## src/design/tmz_pkg.sv

```systemverilog
// constants, field layouts and carrier types for the timer block
package tmz_pkg;
  // register indices as printed; byte address is four times the index
  localparam logic [9:0] IDX_TIMER = 10'h001;
  localparam logic [9:0] IDX_INTCTL = 10'h00b;
  localparam logic [9:0] IDX_OPTION = 10'h081;
  localparam logic [9:0] IDX_CTRL = 10'h0c0;
  localparam int ADDR_W = 12;
  localparam int DATA_W = 32;
  localparam int REG_W = 8;
  // reset values and the count maximum
  localparam logic [7:0] OPTION_RST = 8'hff;
  localparam logic [7:0] INTCTL_RST = 8'h00;
  localparam logic [7:0] COUNT_RST = 8'h00;
  localparam logic [7:0] COUNT_MAX = 8'hff;
  // interrupt control bit positions
  localparam int INT_FLAG_BIT = 2;
  localparam int INT_EN_BIT = 5;
  // block control register bit positions
  localparam int CTRL_SLEEP_BIT = 0;
  localparam int CTRL_WDCLR_BIT = 1;
  localparam int CTRL_BUSY_BIT = 2;
  // increments suppressed for this many instruction cycles after a count write
  localparam logic [1:0] INH_CYCLES = 2'h2;
  // phase clocks per instruction cycle
  localparam int PHASES_PER_INST = 4;

  // option register layout, msb first
  typedef struct packed {
    logic pullup_off;
    logic int_edge;
    logic clock_source_select;
    logic source_edge_select;
    logic prescaler_assignment;
    logic [2:0] prescale_ratio_field;
  } tmz_option_t;

  // apb request group
  typedef struct packed {
    logic psel;
    logic penable;
    logic pwrite;
    logic [ADDR_W-1:0] paddr;
    logic [DATA_W-1:0] pwdata;
  } tmz_apb_req_t;
endpackage : tmz_pkg

```

## src/design/tmz_timer0.sv

```systemverilog
// 8-bit timer/counter with shared prescaler, apb register slave
`timescale 1ns/1ns

// Notes on behaviour
// RULE1 - eight-bit count, readable and writable by software
// RULE2 - timer mode without prescaler: one increment per instruction cycle
// RULE3 - after a count write, increments held off for two instruction cycles
// RULE4 - counter mode counts edges of the external count pin
// RULE5 - edge select: cleared counts rising edges, set counts falling edges
// RULE6 - external pin synchronised first; increment follows after the sync delay
// RULE7 - one eight-bit prescaler, owned by timer or watchdog, never both
// RULE8 - prescaler count has no software read or write path
// RULE9 - option bits three..zero: assignment bit over three ratio bits
// RULE10 - timer-owned prescaler divides by two up to two hundred fifty-six
// RULE11 - watchdog-owned prescaler divides by one up to one hundred twenty-eight
// RULE12 - timer owned: count write zeroes prescaler, option untouched
// RULE13 - watchdog owned: watchdog clear zeroes prescaler and watchdog count
// RULE14 - software uses a guarded sequence when moving prescaler to watchdog
// RULE15 - rollover from maximum to zero sets the overflow flag
// RULE16 - overflow request raised only while overflow enable is set
// RULE17 - hardware never clears the flag; software clears it
// RULE18 - counter stops in sleep, so overflow cannot wake the core
// RULE19 - reset: option all ones, interrupt control cleared
// RULE20 - watchdog owned: source events drive the counter directly
module tmz_timer0 #(
  parameter int PHASES = tmz_pkg::PHASES_PER_INST
) (
  input wire logic clk,
  input wire logic rst_b,
  input wire tmz_pkg::tmz_apb_req_t apb_req,
  output logic [tmz_pkg::DATA_W-1:0] prdata,
  output logic pready,
  output logic pslverr,
  input wire logic external_count_pin,
  input wire logic watchdog_tick,
  output logic watchdog_postscaled,
  output logic watchdog_clear,
  output logic overflow_req
);
  import tmz_pkg::*;

  localparam int PH_W = (PHASES > 1) ? $clog2(PHASES) : 1;
  localparam logic [PH_W-1:0] PH_LAST = PH_W'(PHASES - 1);
  // worst case from a count write to the end of hold-off, in clocks
  localparam int HOLD_MAX = 2 * PHASES + 1;

  logic [7:0] count_r;
  logic [7:0] intctl_r;
  tmz_option_t option_r;
  logic [7:0] pre_cnt_r;
  logic [1:0] inh_r;
  logic [PH_W-1:0] phase_r;
  logic sleep_r;
  logic wdclr_r;
  logic wdog_out_r;
  logic ext_s1_r;
  logic ext_s2_r;
  logic ext_s3_r;
  logic [DATA_W-1:0] rdata_r;

  logic access;
  logic wr;
  logic [9:0] idx;
  logic hit;
  logic wr_timer;
  logic wr_intctl;
  logic wr_option;
  logic wr_ctrl;
  logic wd_clr_cmd;
  logic inst_tick;
  logic ext_evt;
  logic src_evt;
  logic pre_clr;
  logic pre_adv;
  logic [7:0] tmr_mask;
  logic [7:0] wdt_mask;
  logic tmr_hit;
  logic wdt_hit;
  logic tmr_evt;
  logic tmr_inc;
  logic ovf_set;
  logic [7:0] rd_mux;

  // apb decode; zero wait states, unmapped index answers with pslverr
  assign access = apb_req.psel & apb_req.penable;
  assign wr = access & apb_req.pwrite;
  assign idx = apb_req.paddr[ADDR_W-1:2];
  assign hit = (idx == IDX_TIMER) | (idx == IDX_INTCTL) |
               (idx == IDX_OPTION) | (idx == IDX_CTRL);
  assign wr_timer = wr & (idx == IDX_TIMER);
  assign wr_intctl = wr & (idx == IDX_INTCTL);
  assign wr_option = wr & (idx == IDX_OPTION);
  assign wr_ctrl = wr & (idx == IDX_CTRL);
  assign wd_clr_cmd = wr_ctrl & apb_req.pwdata[CTRL_WDCLR_BIT];
  assign pready = 1'b1;
  assign pslverr = access & ~hit;

  // read mux; prescaler count deliberately absent
  always_comb begin
    rd_mux = 8'h00;
    case (idx)
      IDX_TIMER: rd_mux = count_r;
      IDX_INTCTL: rd_mux = intctl_r;
      IDX_OPTION: rd_mux = option_r;
      IDX_CTRL: begin
        rd_mux[CTRL_SLEEP_BIT] = sleep_r;
        rd_mux[CTRL_BUSY_BIT] = (inh_r != 2'h0);
      end
      default: rd_mux = 8'h00;
    endcase
  end // RULE8

  // read data captured in the setup phase, held through access
  always_ff @(posedge clk or negedge rst_b) begin
    if (!rst_b) begin
      rdata_r <= 32'h0000_0000;
    end else if (apb_req.psel && !apb_req.penable) begin
      rdata_r <= {24'h00_0000, rd_mux};
    end
  end
  assign prdata = rdata_r;

  // instruction cycle strobe from the phase clock
  always_ff @(posedge clk or negedge rst_b) begin
    if (!rst_b) begin
      phase_r <= '0;
    end else if (phase_r == PH_LAST) begin
      phase_r <= '0;
    end else begin
      phase_r <= phase_r + PH_W'(1);
    end
  end
  assign inst_tick = (phase_r == PH_LAST);

  // pin synchroniser; the second and third stages feed the edge detect
  always_ff @(posedge clk or negedge rst_b) begin
    if (!rst_b) begin
      ext_s1_r <= 1'b0;
      ext_s2_r <= 1'b0;
      ext_s3_r <= 1'b0;
    end else begin
      ext_s1_r <= external_count_pin; // RULE6
      ext_s2_r <= ext_s1_r;
      ext_s3_r <= ext_s2_r;
    end
  end

  // counting edge chosen by the edge select bit
  assign ext_evt = option_r.source_edge_select ? (ext_s3_r & ~ext_s2_r)
                                               : (ext_s2_r & ~ext_s3_r); // RULE5
  assign src_evt = option_r.clock_source_select ? ext_evt : inst_tick; // RULE2 RULE4

  // shared prescaler: owner picks who advances and who clears it
  assign pre_clr = option_r.prescaler_assignment ? wd_clr_cmd : wr_timer; // RULE12 RULE13
  assign pre_adv = option_r.prescaler_assignment ? watchdog_tick
                                                 : (src_evt & ~sleep_r); // RULE7
  assign tmr_mask = 8'((9'h002 << option_r.prescale_ratio_field) - 9'h001); // RULE10
  assign wdt_mask = 8'((9'h001 << option_r.prescale_ratio_field) - 9'h001); // RULE11
  assign tmr_hit = &(pre_cnt_r | ~tmr_mask);
  assign wdt_hit = &(pre_cnt_r | ~wdt_mask);

  // prescaler count; no bus path reaches it
  always_ff @(posedge clk or negedge rst_b) begin
    if (!rst_b) begin
      pre_cnt_r <= 8'h00;
    end else if (pre_clr) begin
      pre_cnt_r <= 8'h00;
    end else if (pre_adv) begin
      pre_cnt_r <= pre_cnt_r + 8'h01; // RULE7 RULE9
    end
  end

  // watchdog side: postscaled tick and clear strobe, both registered
  always_ff @(posedge clk or negedge rst_b) begin
    if (!rst_b) begin
      wdog_out_r <= 1'b0;
      wdclr_r <= 1'b0;
    end else begin
      wdog_out_r <= option_r.prescaler_assignment
                    ? (watchdog_tick & wdt_hit & ~pre_clr) : watchdog_tick; // RULE11
      wdclr_r <= wd_clr_cmd; // RULE13
    end
  end
  assign watchdog_postscaled = wdog_out_r;
  assign watchdog_clear = wdclr_r;

  // direct source when watchdog owns the prescaler, else divided
  assign tmr_evt = option_r.prescaler_assignment ? src_evt
                                                 : (src_evt & tmr_hit); // RULE20 RULE10
  // stopped in sleep and during the post-write hold-off
  assign tmr_inc = tmr_evt & ~sleep_r & (inh_r == 2'h0) & ~wr_timer; // RULE3 RULE18
  assign ovf_set = tmr_inc & (count_r == COUNT_MAX);

  // hold-off counts whole instruction cycles, so a mid-cycle write loses
  // part of one; software compensates with an adjusted value
  always_ff @(posedge clk or negedge rst_b) begin
    if (!rst_b) begin
      inh_r <= 2'h0;
    end else if (wr_timer) begin
      inh_r <= INH_CYCLES; // RULE3
    end else if (inst_tick && inh_r != 2'h0) begin
      inh_r <= inh_r - 2'h1;
    end
  end

  // the count itself
  always_ff @(posedge clk or negedge rst_b) begin
    if (!rst_b) begin
      count_r <= COUNT_RST;
    end else if (wr_timer) begin
      count_r <= apb_req.pwdata[REG_W-1:0]; // RULE1
    end else if (tmr_inc) begin
      count_r <= count_r + 8'h01;
    end
  end

  // option register; prescaler moves are software's care
  always_ff @(posedge clk or negedge rst_b) begin
    if (!rst_b) begin
      option_r <= OPTION_RST; // RULE19
    end else if (wr_option) begin
      option_r <= apb_req.pwdata[REG_W-1:0]; // RULE9 RULE14
    end
  end

  // interrupt control: hardware only sets the flag, set beats a clear
  always_ff @(posedge clk or negedge rst_b) begin
    if (!rst_b) begin
      intctl_r <= INTCTL_RST; // RULE19
    end else if (wr_intctl) begin
      intctl_r <= apb_req.pwdata[REG_W-1:0];
      if (ovf_set) begin
        intctl_r[INT_FLAG_BIT] <= 1'b1; // RULE15
      end
    end else if (ovf_set) begin
      intctl_r[INT_FLAG_BIT] <= 1'b1; // RULE15 RULE17
    end
  end
  assign overflow_req = intctl_r[INT_FLAG_BIT] & intctl_r[INT_EN_BIT]; // RULE16

  // sleep request bit, software set and cleared
  always_ff @(posedge clk or negedge rst_b) begin
    if (!rst_b) begin
      sleep_r <= 1'b0;
    end else if (wr_ctrl) begin
      sleep_r <= apb_req.pwdata[CTRL_SLEEP_BIT]; // RULE18
    end
  end
endmodule : tmz_timer0

```

## config.mk

```make
export PLATFORM = sky130hd
export DESIGN_NAME = tmz_timer0
export DESIGN_NICKNAME = d
export VERILOG_FILES = /design/src/design/tmz_pkg.sv /design/src/design/tmz_timer0.sv
export SDC_FILE = /design/constraint.sdc
export NUM_CORES = 1
export LEC_CHECK = 0
export BUFFER_PORTS_ARGS = -buffer_cell sky130_fd_sc_hd__clkbuf_2
export CAP_MARGIN = 20
export CORE_MARGIN = 5
export CORE_UTILIZATION = 55
export CTS_CLUSTER_SIZE = 28
export DETAILED_ROUTE_END_ITERATION = 10
export GPL_ROUTABILITY_DRIVEN = 0
export HOLD_SLACK_MARGIN = 0.06
export PLACE_DENSITY = 0.89
export SYNTH_ARGS = -nofsm -noshare
export SYNTH_HDL_FRONTEND = slang
export SYNTH_SLANG_ARGS = --single-unit
```

## constraint.sdc

```tcl
create_clock -name clk -period 4 [get_ports clk]
set_input_delay 0.4 -clock clk [delete_from_list [all_inputs] [get_ports clk]]
set_output_delay 0.4 -clock clk [all_outputs]
set_load 0.1 [all_outputs]
```

==> metrics, run 1 <==
Final Hold Fails=0; Overall Global Routing Usage=0.203; RSZ-0062 raised after global routing=false; Overflow after GRT=0; Placed Instances=397; Antenna Cells=0; Netlist cell types=49; die area=0.00673 sq mm; critical path peak fanout=14; clock skew=0.0108 ns; critical path type=reg -> reg; post-cts sizing count=0; area grow syn2layout=9.12%; CTS tree=done; Slew Viols, Final=0; top_reg_cell synth=dfrtp_1; crit share post-route=0.692; most frequent cells in the layout=42 x dfrtp_1, 36 x clkbuf_2, 33 x nand2_1; Yosys reg bits=50; Clock Latency Late Sink=a little over 0.3 ns; Pre-antenna DRT Iters=5; capturing element type of the critical path=flip-flop; Worst Hold Class=in -> async; postcts setup bufs=0; FILL cells=~420; Post-Syn Area per Cell=9.64 sq um; synthesized area=0.00285 sq mm; Layout Nets=390; Worst IR Drop VDD=0.000253 V; PD cells=396 mW/mm^2; setup TNS=0 ns; commonest non-fill, non-tap cell in the layout=dfrtp_1; Worst slew margin=0.380; height of the die=82.0 microns; DIE WIDTH=a little over 80 microns; Via density=5.84; Worst EP arrival=2.97 ns; initial antenna violation count=0; first-pass GRT wire length=10,400 microns; total number of vias=2,366; H-tree depth=2; Worst-Margin Slew=0.926 ns; Cells after Synth=approximately 300; ys async rst share=1.00; crit path launch type=flip-flop; # IOs=roughly 90; CORE AREA=0.00507 sq mm; Clock Tree Buf Depth=2; final setup fails=0; Starting DRT DRC Count=251; Row Count=26; number of synthesized flops with an enable pin=0; TritonCTS Buffers=5; synth warn=0; post-synthesis sequential area ratio=0.442; # DRC=0; Max-Cap Viols=0; fmax=~0.36 GHz; clock slew at reported path FFs=~0.09 ns; vias in the first global route=about 2,200; Initial Utilization=0.562; fraction of layout instances using a drive strength above 1=0.224; average wire per standard cell=15.6 microns; CTS Hold Bufs=0; HPWL reported at the end of detailed placement=4660 microns; Data required, critical path=4.20 ns; LEAKAGE=1.39 nW; DRT Wirelength=6310 microns; status=finished clean; largest net degree at the start of global routing=slightly above 50; port bufs=36; CTS root buffer=clkbuf_8; minimum clock period=2.77 ns; number of clock sinks=50; fin cells=just over 400; Final ANT Viol Nets=0
==> metrics by stage <==
stage | cell area, sq um | power, mW | worst slack [ns] | util | hold slack (ns)
final | 3110 | 1.23 | 1.23 | 0.614 | 0.176
after global routing | 3110 | 1.30 | 1.08 | 0.614 | 0.182
after CTS | 3110 | 1.24 | 1.28 | 0.614 | 0.192
after detailed placement | 3030 | 0.948 | 1.29 | 0.596 | 0.336
after global placement | 3030 | 0.932 | 1.33 | 0.596 | 0.335
after floorplan | 2940 | 0.890 | 0.318 | - | 0.104
==> sequential cells by signal (all words and copies together) (netlist names), 2 cells and up <==
| name | flops |
|---|---|
| intctl_r | 8 |
| option_r | 8 |
| inh_r | 2 |
| pre_cnt_r | 8 |
| phase_r | 2 |
| prdata | 8 |
| count_r | 8 |
==> critical path: stages, from the launching register on <==
cell and delay [ns]:
dfstp_2 0.45, nor3_1 0.37, inv_1 0.09, ha_1 0.32, o221a_2 0.20, a31oi_1 0.15
or4b_1 0.69, a311o_1 0.39
==> power by group <==
group	internal, mW	switching (mW)	leakage, nW
Combinational	0.0900	0.213	0.748
Clock	0.123	0.166	0.0374
Sequential	0.563	0.0787	0.608
Total	0.776	0.458	1.39
==> synth_stat cells (all sizes together), types with 3 or more instances <==
| cell | n | area share |
|---|---|---|
| nand2 | 33 | 0.043 |
| nor2b | 3 | 0.0066 |
| ha | 5 | 0.022 |
| clkbuf | 7 | 0.0092 |
| o21ai | 21 | 0.037 |
| nor4 | 4 | 0.013 |
| dfrtp | 42 | 0.37 |
| nand2b | 6 | 0.013 |
| or3 | 5 | 0.013 |
| a21oi | 5 | 0.0088 |
| mux2 | 14 | 0.055 |
| nand4 | 8 | 0.018 |
| nor3b | 3 | 0.0079 |
| a222oi | 8 | 0.028 |
| xor2 | 7 | 0.021 |
| nor3 | 6 | 0.012 |
| xnor2 | 6 | 0.018 |
| mux2i | 5 | 0.018 |
| dfstp | 8 | 0.074 |
| nand3 | 10 | 0.018 |
| and3 | 5 | 0.011 |
| inv | 8 | 0.011 |
| nor2 | 22 | 0.029 |
| buf | 26 | 0.068 |
==> per-layer routing <==
metal / part of all wire / up-vias / track usage
met4: 0.026 / 0 / 0.0963
li1: - / 1092 / -
met5: 0 / - / 0
met2: 0.49 / 129 / 0.325
met1: 0.40 / 1128 / 0.266
met3: 0.084 / 17 / 0.0351
==> layout make-up <==
| cell class | count | area (sq um) | share of cell area |
|---|---|---|---|
| Multi-Input combinational cell | 228 | 1430 | 0.459 |
| Sequential cell | 50 | 1260 | 0.405 |
| Timing Repair Buffer | 41 | 218 | 0.0699 |
| Tap cell | 70 | 87.6 | 0.0281 |
| Clock buffer | 6 | 72.6 | 0.0233 |
| Inverter | 8 | 30.0 | 0.00964 |
| Clock inverter | 2 | 15.0 | 0.00482 |
==> cell families (layout without fill, tap and decap cells) <==
| group | count (synthesis) | after routing | synth area share |
|---|---|---|---|
| muxes | 19 | 19 | 0.0728 |
| adders and majority gates | 5 | 5 | 0.0219 |
| and+or+nand+nor | 114 | 114 | 0.209 |
| xor gates and xnor gates | 13 | 13 | 0.0399 |
| buffers and inverters | 41 | 57 | 0.0872 |
| DFF | 50 | 50 | 0.442 |
| AOI/OAI and AO/OA | 52 | 52 | 0.125 |
| other | 2 | 25 | 0.00263 |
==> worst paths after layout <==
check                                    from           end  slack (ns)  cells past startpoint
setup reg to reg                  option_r[1]    count_r[5]        1.23                      7
hold / removal                          rst_b  pre_cnt_r[5]        0.18                      2
setup / recovery                  option_r[1]    count_r[5]        1.23                      7
max in group asynchronous               rst_b   intctl_r[2]        3.40                      2
hold reg to reg                      ext_s1_r      ext_s2_r        0.35                      0
min in group clk           external_count_pin      ext_s1_r        0.20                      1
(Power assumes the default switching activity.)
==> run 2: changes to the inputs <==
--- a/config.mk
+++ b/config.mk
@@ -5,15 +5,16 @@
 export SDC_FILE = /design/constraint.sdc
 export NUM_CORES = 1
 export LEC_CHECK = 0
+export ABC_AREA = 1
 export BUFFER_PORTS_ARGS = -buffer_cell sky130_fd_sc_hd__clkbuf_2
 export CAP_MARGIN = 20
 export CORE_MARGIN = 5
-export CORE_UTILIZATION = 55
+export CORE_UTILIZATION = 48
 export CTS_CLUSTER_SIZE = 28
 export DETAILED_ROUTE_END_ITERATION = 10
 export GPL_ROUTABILITY_DRIVEN = 0
 export HOLD_SLACK_MARGIN = 0.06
-export PLACE_DENSITY = 0.89
+export PLACE_DENSITY = 0.81
 export SYNTH_ARGS = -nofsm -noshare
 export SYNTH_HDL_FRONTEND = slang
 export SYNTH_SLANG_ARGS = --single-unit
==> constraint.sdc (replaced) <==
create_clock -name clk -period 2.45 [get_ports clk]
set_input_delay 0.245 -clock clk [delete_from_list [all_inputs] [get_ports clk]]
set_output_delay 0.245 -clock clk [all_outputs]
set_load 0.1 [all_outputs]
==> metrics, run 2 <==
Post-Syn Area per Cell=7.46 sq um (was 9.64 sq um); worst-path cell chain=inv_2 -> nor2_1 -> nand2_1 -> ha_1 -> nand4_1 -> nand3_1 -> nand2_1 -> inv_1 -> nand2_1 -> nand2_2 -> nand2_4 -> nand2_4 -> nand2_1 -> nand2_1 (was nor3_1 -> inv_1 -> ha_1 -> o221a_2 -> a31oi_1 -> or4b_1 -> a311o_1); die area=0.00837 sq mm (was 0.00673 sq mm); RSZ-0062 raised after global routing=false (unchanged); crit share post-route=0.854 (was 0.692); height of the die=91.5 microns (was 82.0 microns); Pre-antenna DRT Iters=6 (was 5); first-pass GRT wire length=12,000 microns (was 10,400 microns); CTS root buffer=clkbuf_8 (unchanged); HPWL reported at the end of detailed placement=5490 microns (was 4660 microns); FILL cells=618 (was 416); DIE WIDTH=91.5 microns (was 82.0 microns); Synth area leaders=dfrtp_1 33%, nand2_1 13%, dfstp_2 6.6%, inv_1 6.5%, buf_4 6.1% (was dfrtp_1 37%, dfstp_2 7.4%, buf_4 6.6%, mux2_2 5.5%, nand2_1 4.3%); setup TNS=0 ns (unchanged); Worst-Margin Slew=0.615 ns (was 0.926 ns); Clock Tree Buf Depth=2 (unchanged); Final Hold Fails=0 (unchanged); Starting DRT DRC Count=140 (was 251); most frequent cells in the layout=107 x nand2_1, 55 x inv_1, 42 x dfrtp_1 (was 42 x dfrtp_1, 36 x clkbuf_2, 33 x nand2_1); top_reg_cell synth=dfrtp_1 (unchanged); Overflow after GRT=0 (unchanged); Final ANT Viol Nets=0 (unchanged); DRT Wirelength=7110 microns (was 6310 microns); initial antenna violation count=0 (unchanged); number of synthesized flops with an enable pin=0 (unchanged); post-synthesis sequential area ratio=0.396 (was 0.442); largest net degree at the start of global routing=33 (was 51); post-cts sizing count=0 (unchanged); CTS tree=done (unchanged); average wire per standard cell=13.1 microns (was 15.6 microns); max incr delay on CP=0.58 ns (was 0.69 ns); leading area contributor after synthesis=dfrtp_1 (unchanged); Clock Latency Late Sink=0.31 ns (about the same); Worst Hold Class=in -> reg (was in -> async); Slew Viols, Final=0 (unchanged); ys async rst share=1.00 (unchanged); Initial Utilization=0.496 (was 0.562); Worst EP arrival=2.30 ns (was 2.97 ns); Netlist cell types=37 (was 49); minimum clock period=2.09 ns (was 2.77 ns); Cells after Synth=427 (was 296); Max-Cap Viols=0 (unchanged); area of the multi-input gates=0.00154 sq mm (was 0.00143 sq mm); FF+latch area=0.00126 sq mm (unchanged); total number of vias=2,754 (was 2,366); critical path's top delay family=simple AND/OR/NAND/NOR gates (unchanged); Via density=5.06 (was 5.84); clock slew at reported path FFs=0.10 ns (was 0.09 ns); PD cells=500 mW/mm^2 (was 396 mW/mm^2); Antenna Cells=0 (unchanged); Row Count=29 (was 26); Data required, critical path=2.66 ns (was 4.20 ns); LEAKAGE=1.76 nW (was 1.39 nW); TritonCTS Buffers=5 (unchanged); # DRC=0 (unchanged); Worst slew margin=0.588 (was 0.380); Yosys reg bits=50 (unchanged); most common cell in the netlist=nand2_1 (was dfrtp_1); clock skew=0.00998 ns (was 0.0108 ns); number of clock sinks=50 (unchanged); Worst IR Drop VDD=0.000271 V (was 0.000253 V); synth cell count leaders=107 x nand2_1, 55 x inv_1, 42 x dfrtp_1 (was 42 x dfrtp_1, 33 x nand2_1, 25 x buf_4); synth warn=0 (unchanged); slowest CP cell=dfstp_2 (was or4b_1); H-tree depth=2 (unchanged); port bufs=36 (unchanged); vias in the first global route=2,579 (was 2,243); CP most frequent cell=nand2_1; synthesized area=0.00319 sq mm (was 0.00285 sq mm); status=finished clean (unchanged); top-area cell type share of the netlist area=0.330 (was 0.368); critical path type=reg -> reg (unchanged); area grow syn2layout=8.36% (was 9.12%); # IOs=88 (unchanged); capturing element type of the critical path=flip-flop (unchanged); commonest non-fill, non-tap cell in the layout=nand2_1 (was dfrtp_1); critical path peak fanout=9 (was 14); fraction of layout instances using a drive strength above 1=0.173 (was 0.224); fmax=0.478 GHz (was 0.361 GHz); Critical path buffers and inverters=2 (was 1); CORE AREA=0.00642 sq mm (was 0.00507 sq mm); final setup fails=0 (unchanged); crit path launch type=flip-flop (unchanged); Layout Nets=522 (was 390); Overall Global Routing Usage=0.175 (was 0.203); overall power=1.73 mW (was 1.23 mW)
-- run 2: layer usage --
metal  part of all wire  vias to the layer above  track usage  routed length, microns
met5                  0                        -            0                       0
met4              0.025                        0       0.0616                     175
met3              0.037                       18       0.0281                     265
met2               0.51                       57        0.307                    3600
met1               0.43                     1272        0.216                    3060
li1                   -                     1407            -                       -
-- run 2: area by class of cell --
cell class,instances,share of cell area
sequential,50,0.365
clock inverter,2,0.00507
inverter,61,0.0670
tap,77,0.0279
timing repair buffer,41,0.0645
multi-input combinational,307,0.446
clock buffer,6,0.0239
-- run 2: worst paths after layout --
kind | slack [ns] | cells after the start | startpoint | endpoint
min in group asynchronous | 0.42 | 2 | rst_b | pre_cnt_r[0]
worst min-delay path | 0.16 | 3 | apb_req[7] | option_r[7]
worst max-delay path | 0.36 | 14 | option_r[0] | count_r[3]
max in group asynchronous | 1.20 | 3 | rst_b | option_r[6]
worst max register to register | 0.36 | 14 | option_r[0] | count_r[3]
worst min register to register | 0.36 | 0 | ext_s1_r | ext_s2_r
-- run 2: worst reg2reg max path, delay by kind of cell, from the launching register on --
kind          cells  cell delay [ns]
fa+ha+maj         1             0.24
flops             1             0.58
buf+inv           2             0.10
simple gates     11             1.06
-- run 2: through the flow --
stage / instance area, sq um / hold slack [ns] / worst slack, ns / instances / util
global route: 3450 / 0.180 / 0.132 / 544 / 0.538
CTS: 3450 / 0.151 / 0.368 / 544 / 0.538
floorplan: 3280 / -0.0506 / 0.295 / 450 / -
detailed placement: 3330 / 0.224 / 0.383 / 534 / 0.519
global placement: 3330 / 0.219 / 0.434 / 534 / 0.519
finish: 3450 / 0.158 / 0.358 / 544 / 0.538
-- run 2: logic make-up after synthesis --
kind of cell / count (synthesis) / synth area share
XOR/XNOR: 9 / 0.0247
buffers and inverters: 93 / 0.149
other: 2 / 0.00236
AND/OR/NAND/NOR: 213 / 0.316
AO/OA/AOI/OAI: 55 / 0.0919
flip-flops: 50 / 0.396
adder cells (fa/ha/maj): 5 / 0.0196
-- run 2: repair_timing --
item / CTS / global route
endpoints found under the hold margin: 17 / 0
hold buffers: 2 / 0
setup buffers: 0 / 0
-- run 2: where the power goes --
group	internal, mW	switching, mW
registers	0.849	0.0129
clock network	0.233	0.289
logic	0.0588	0.283
total	1.14	0.585
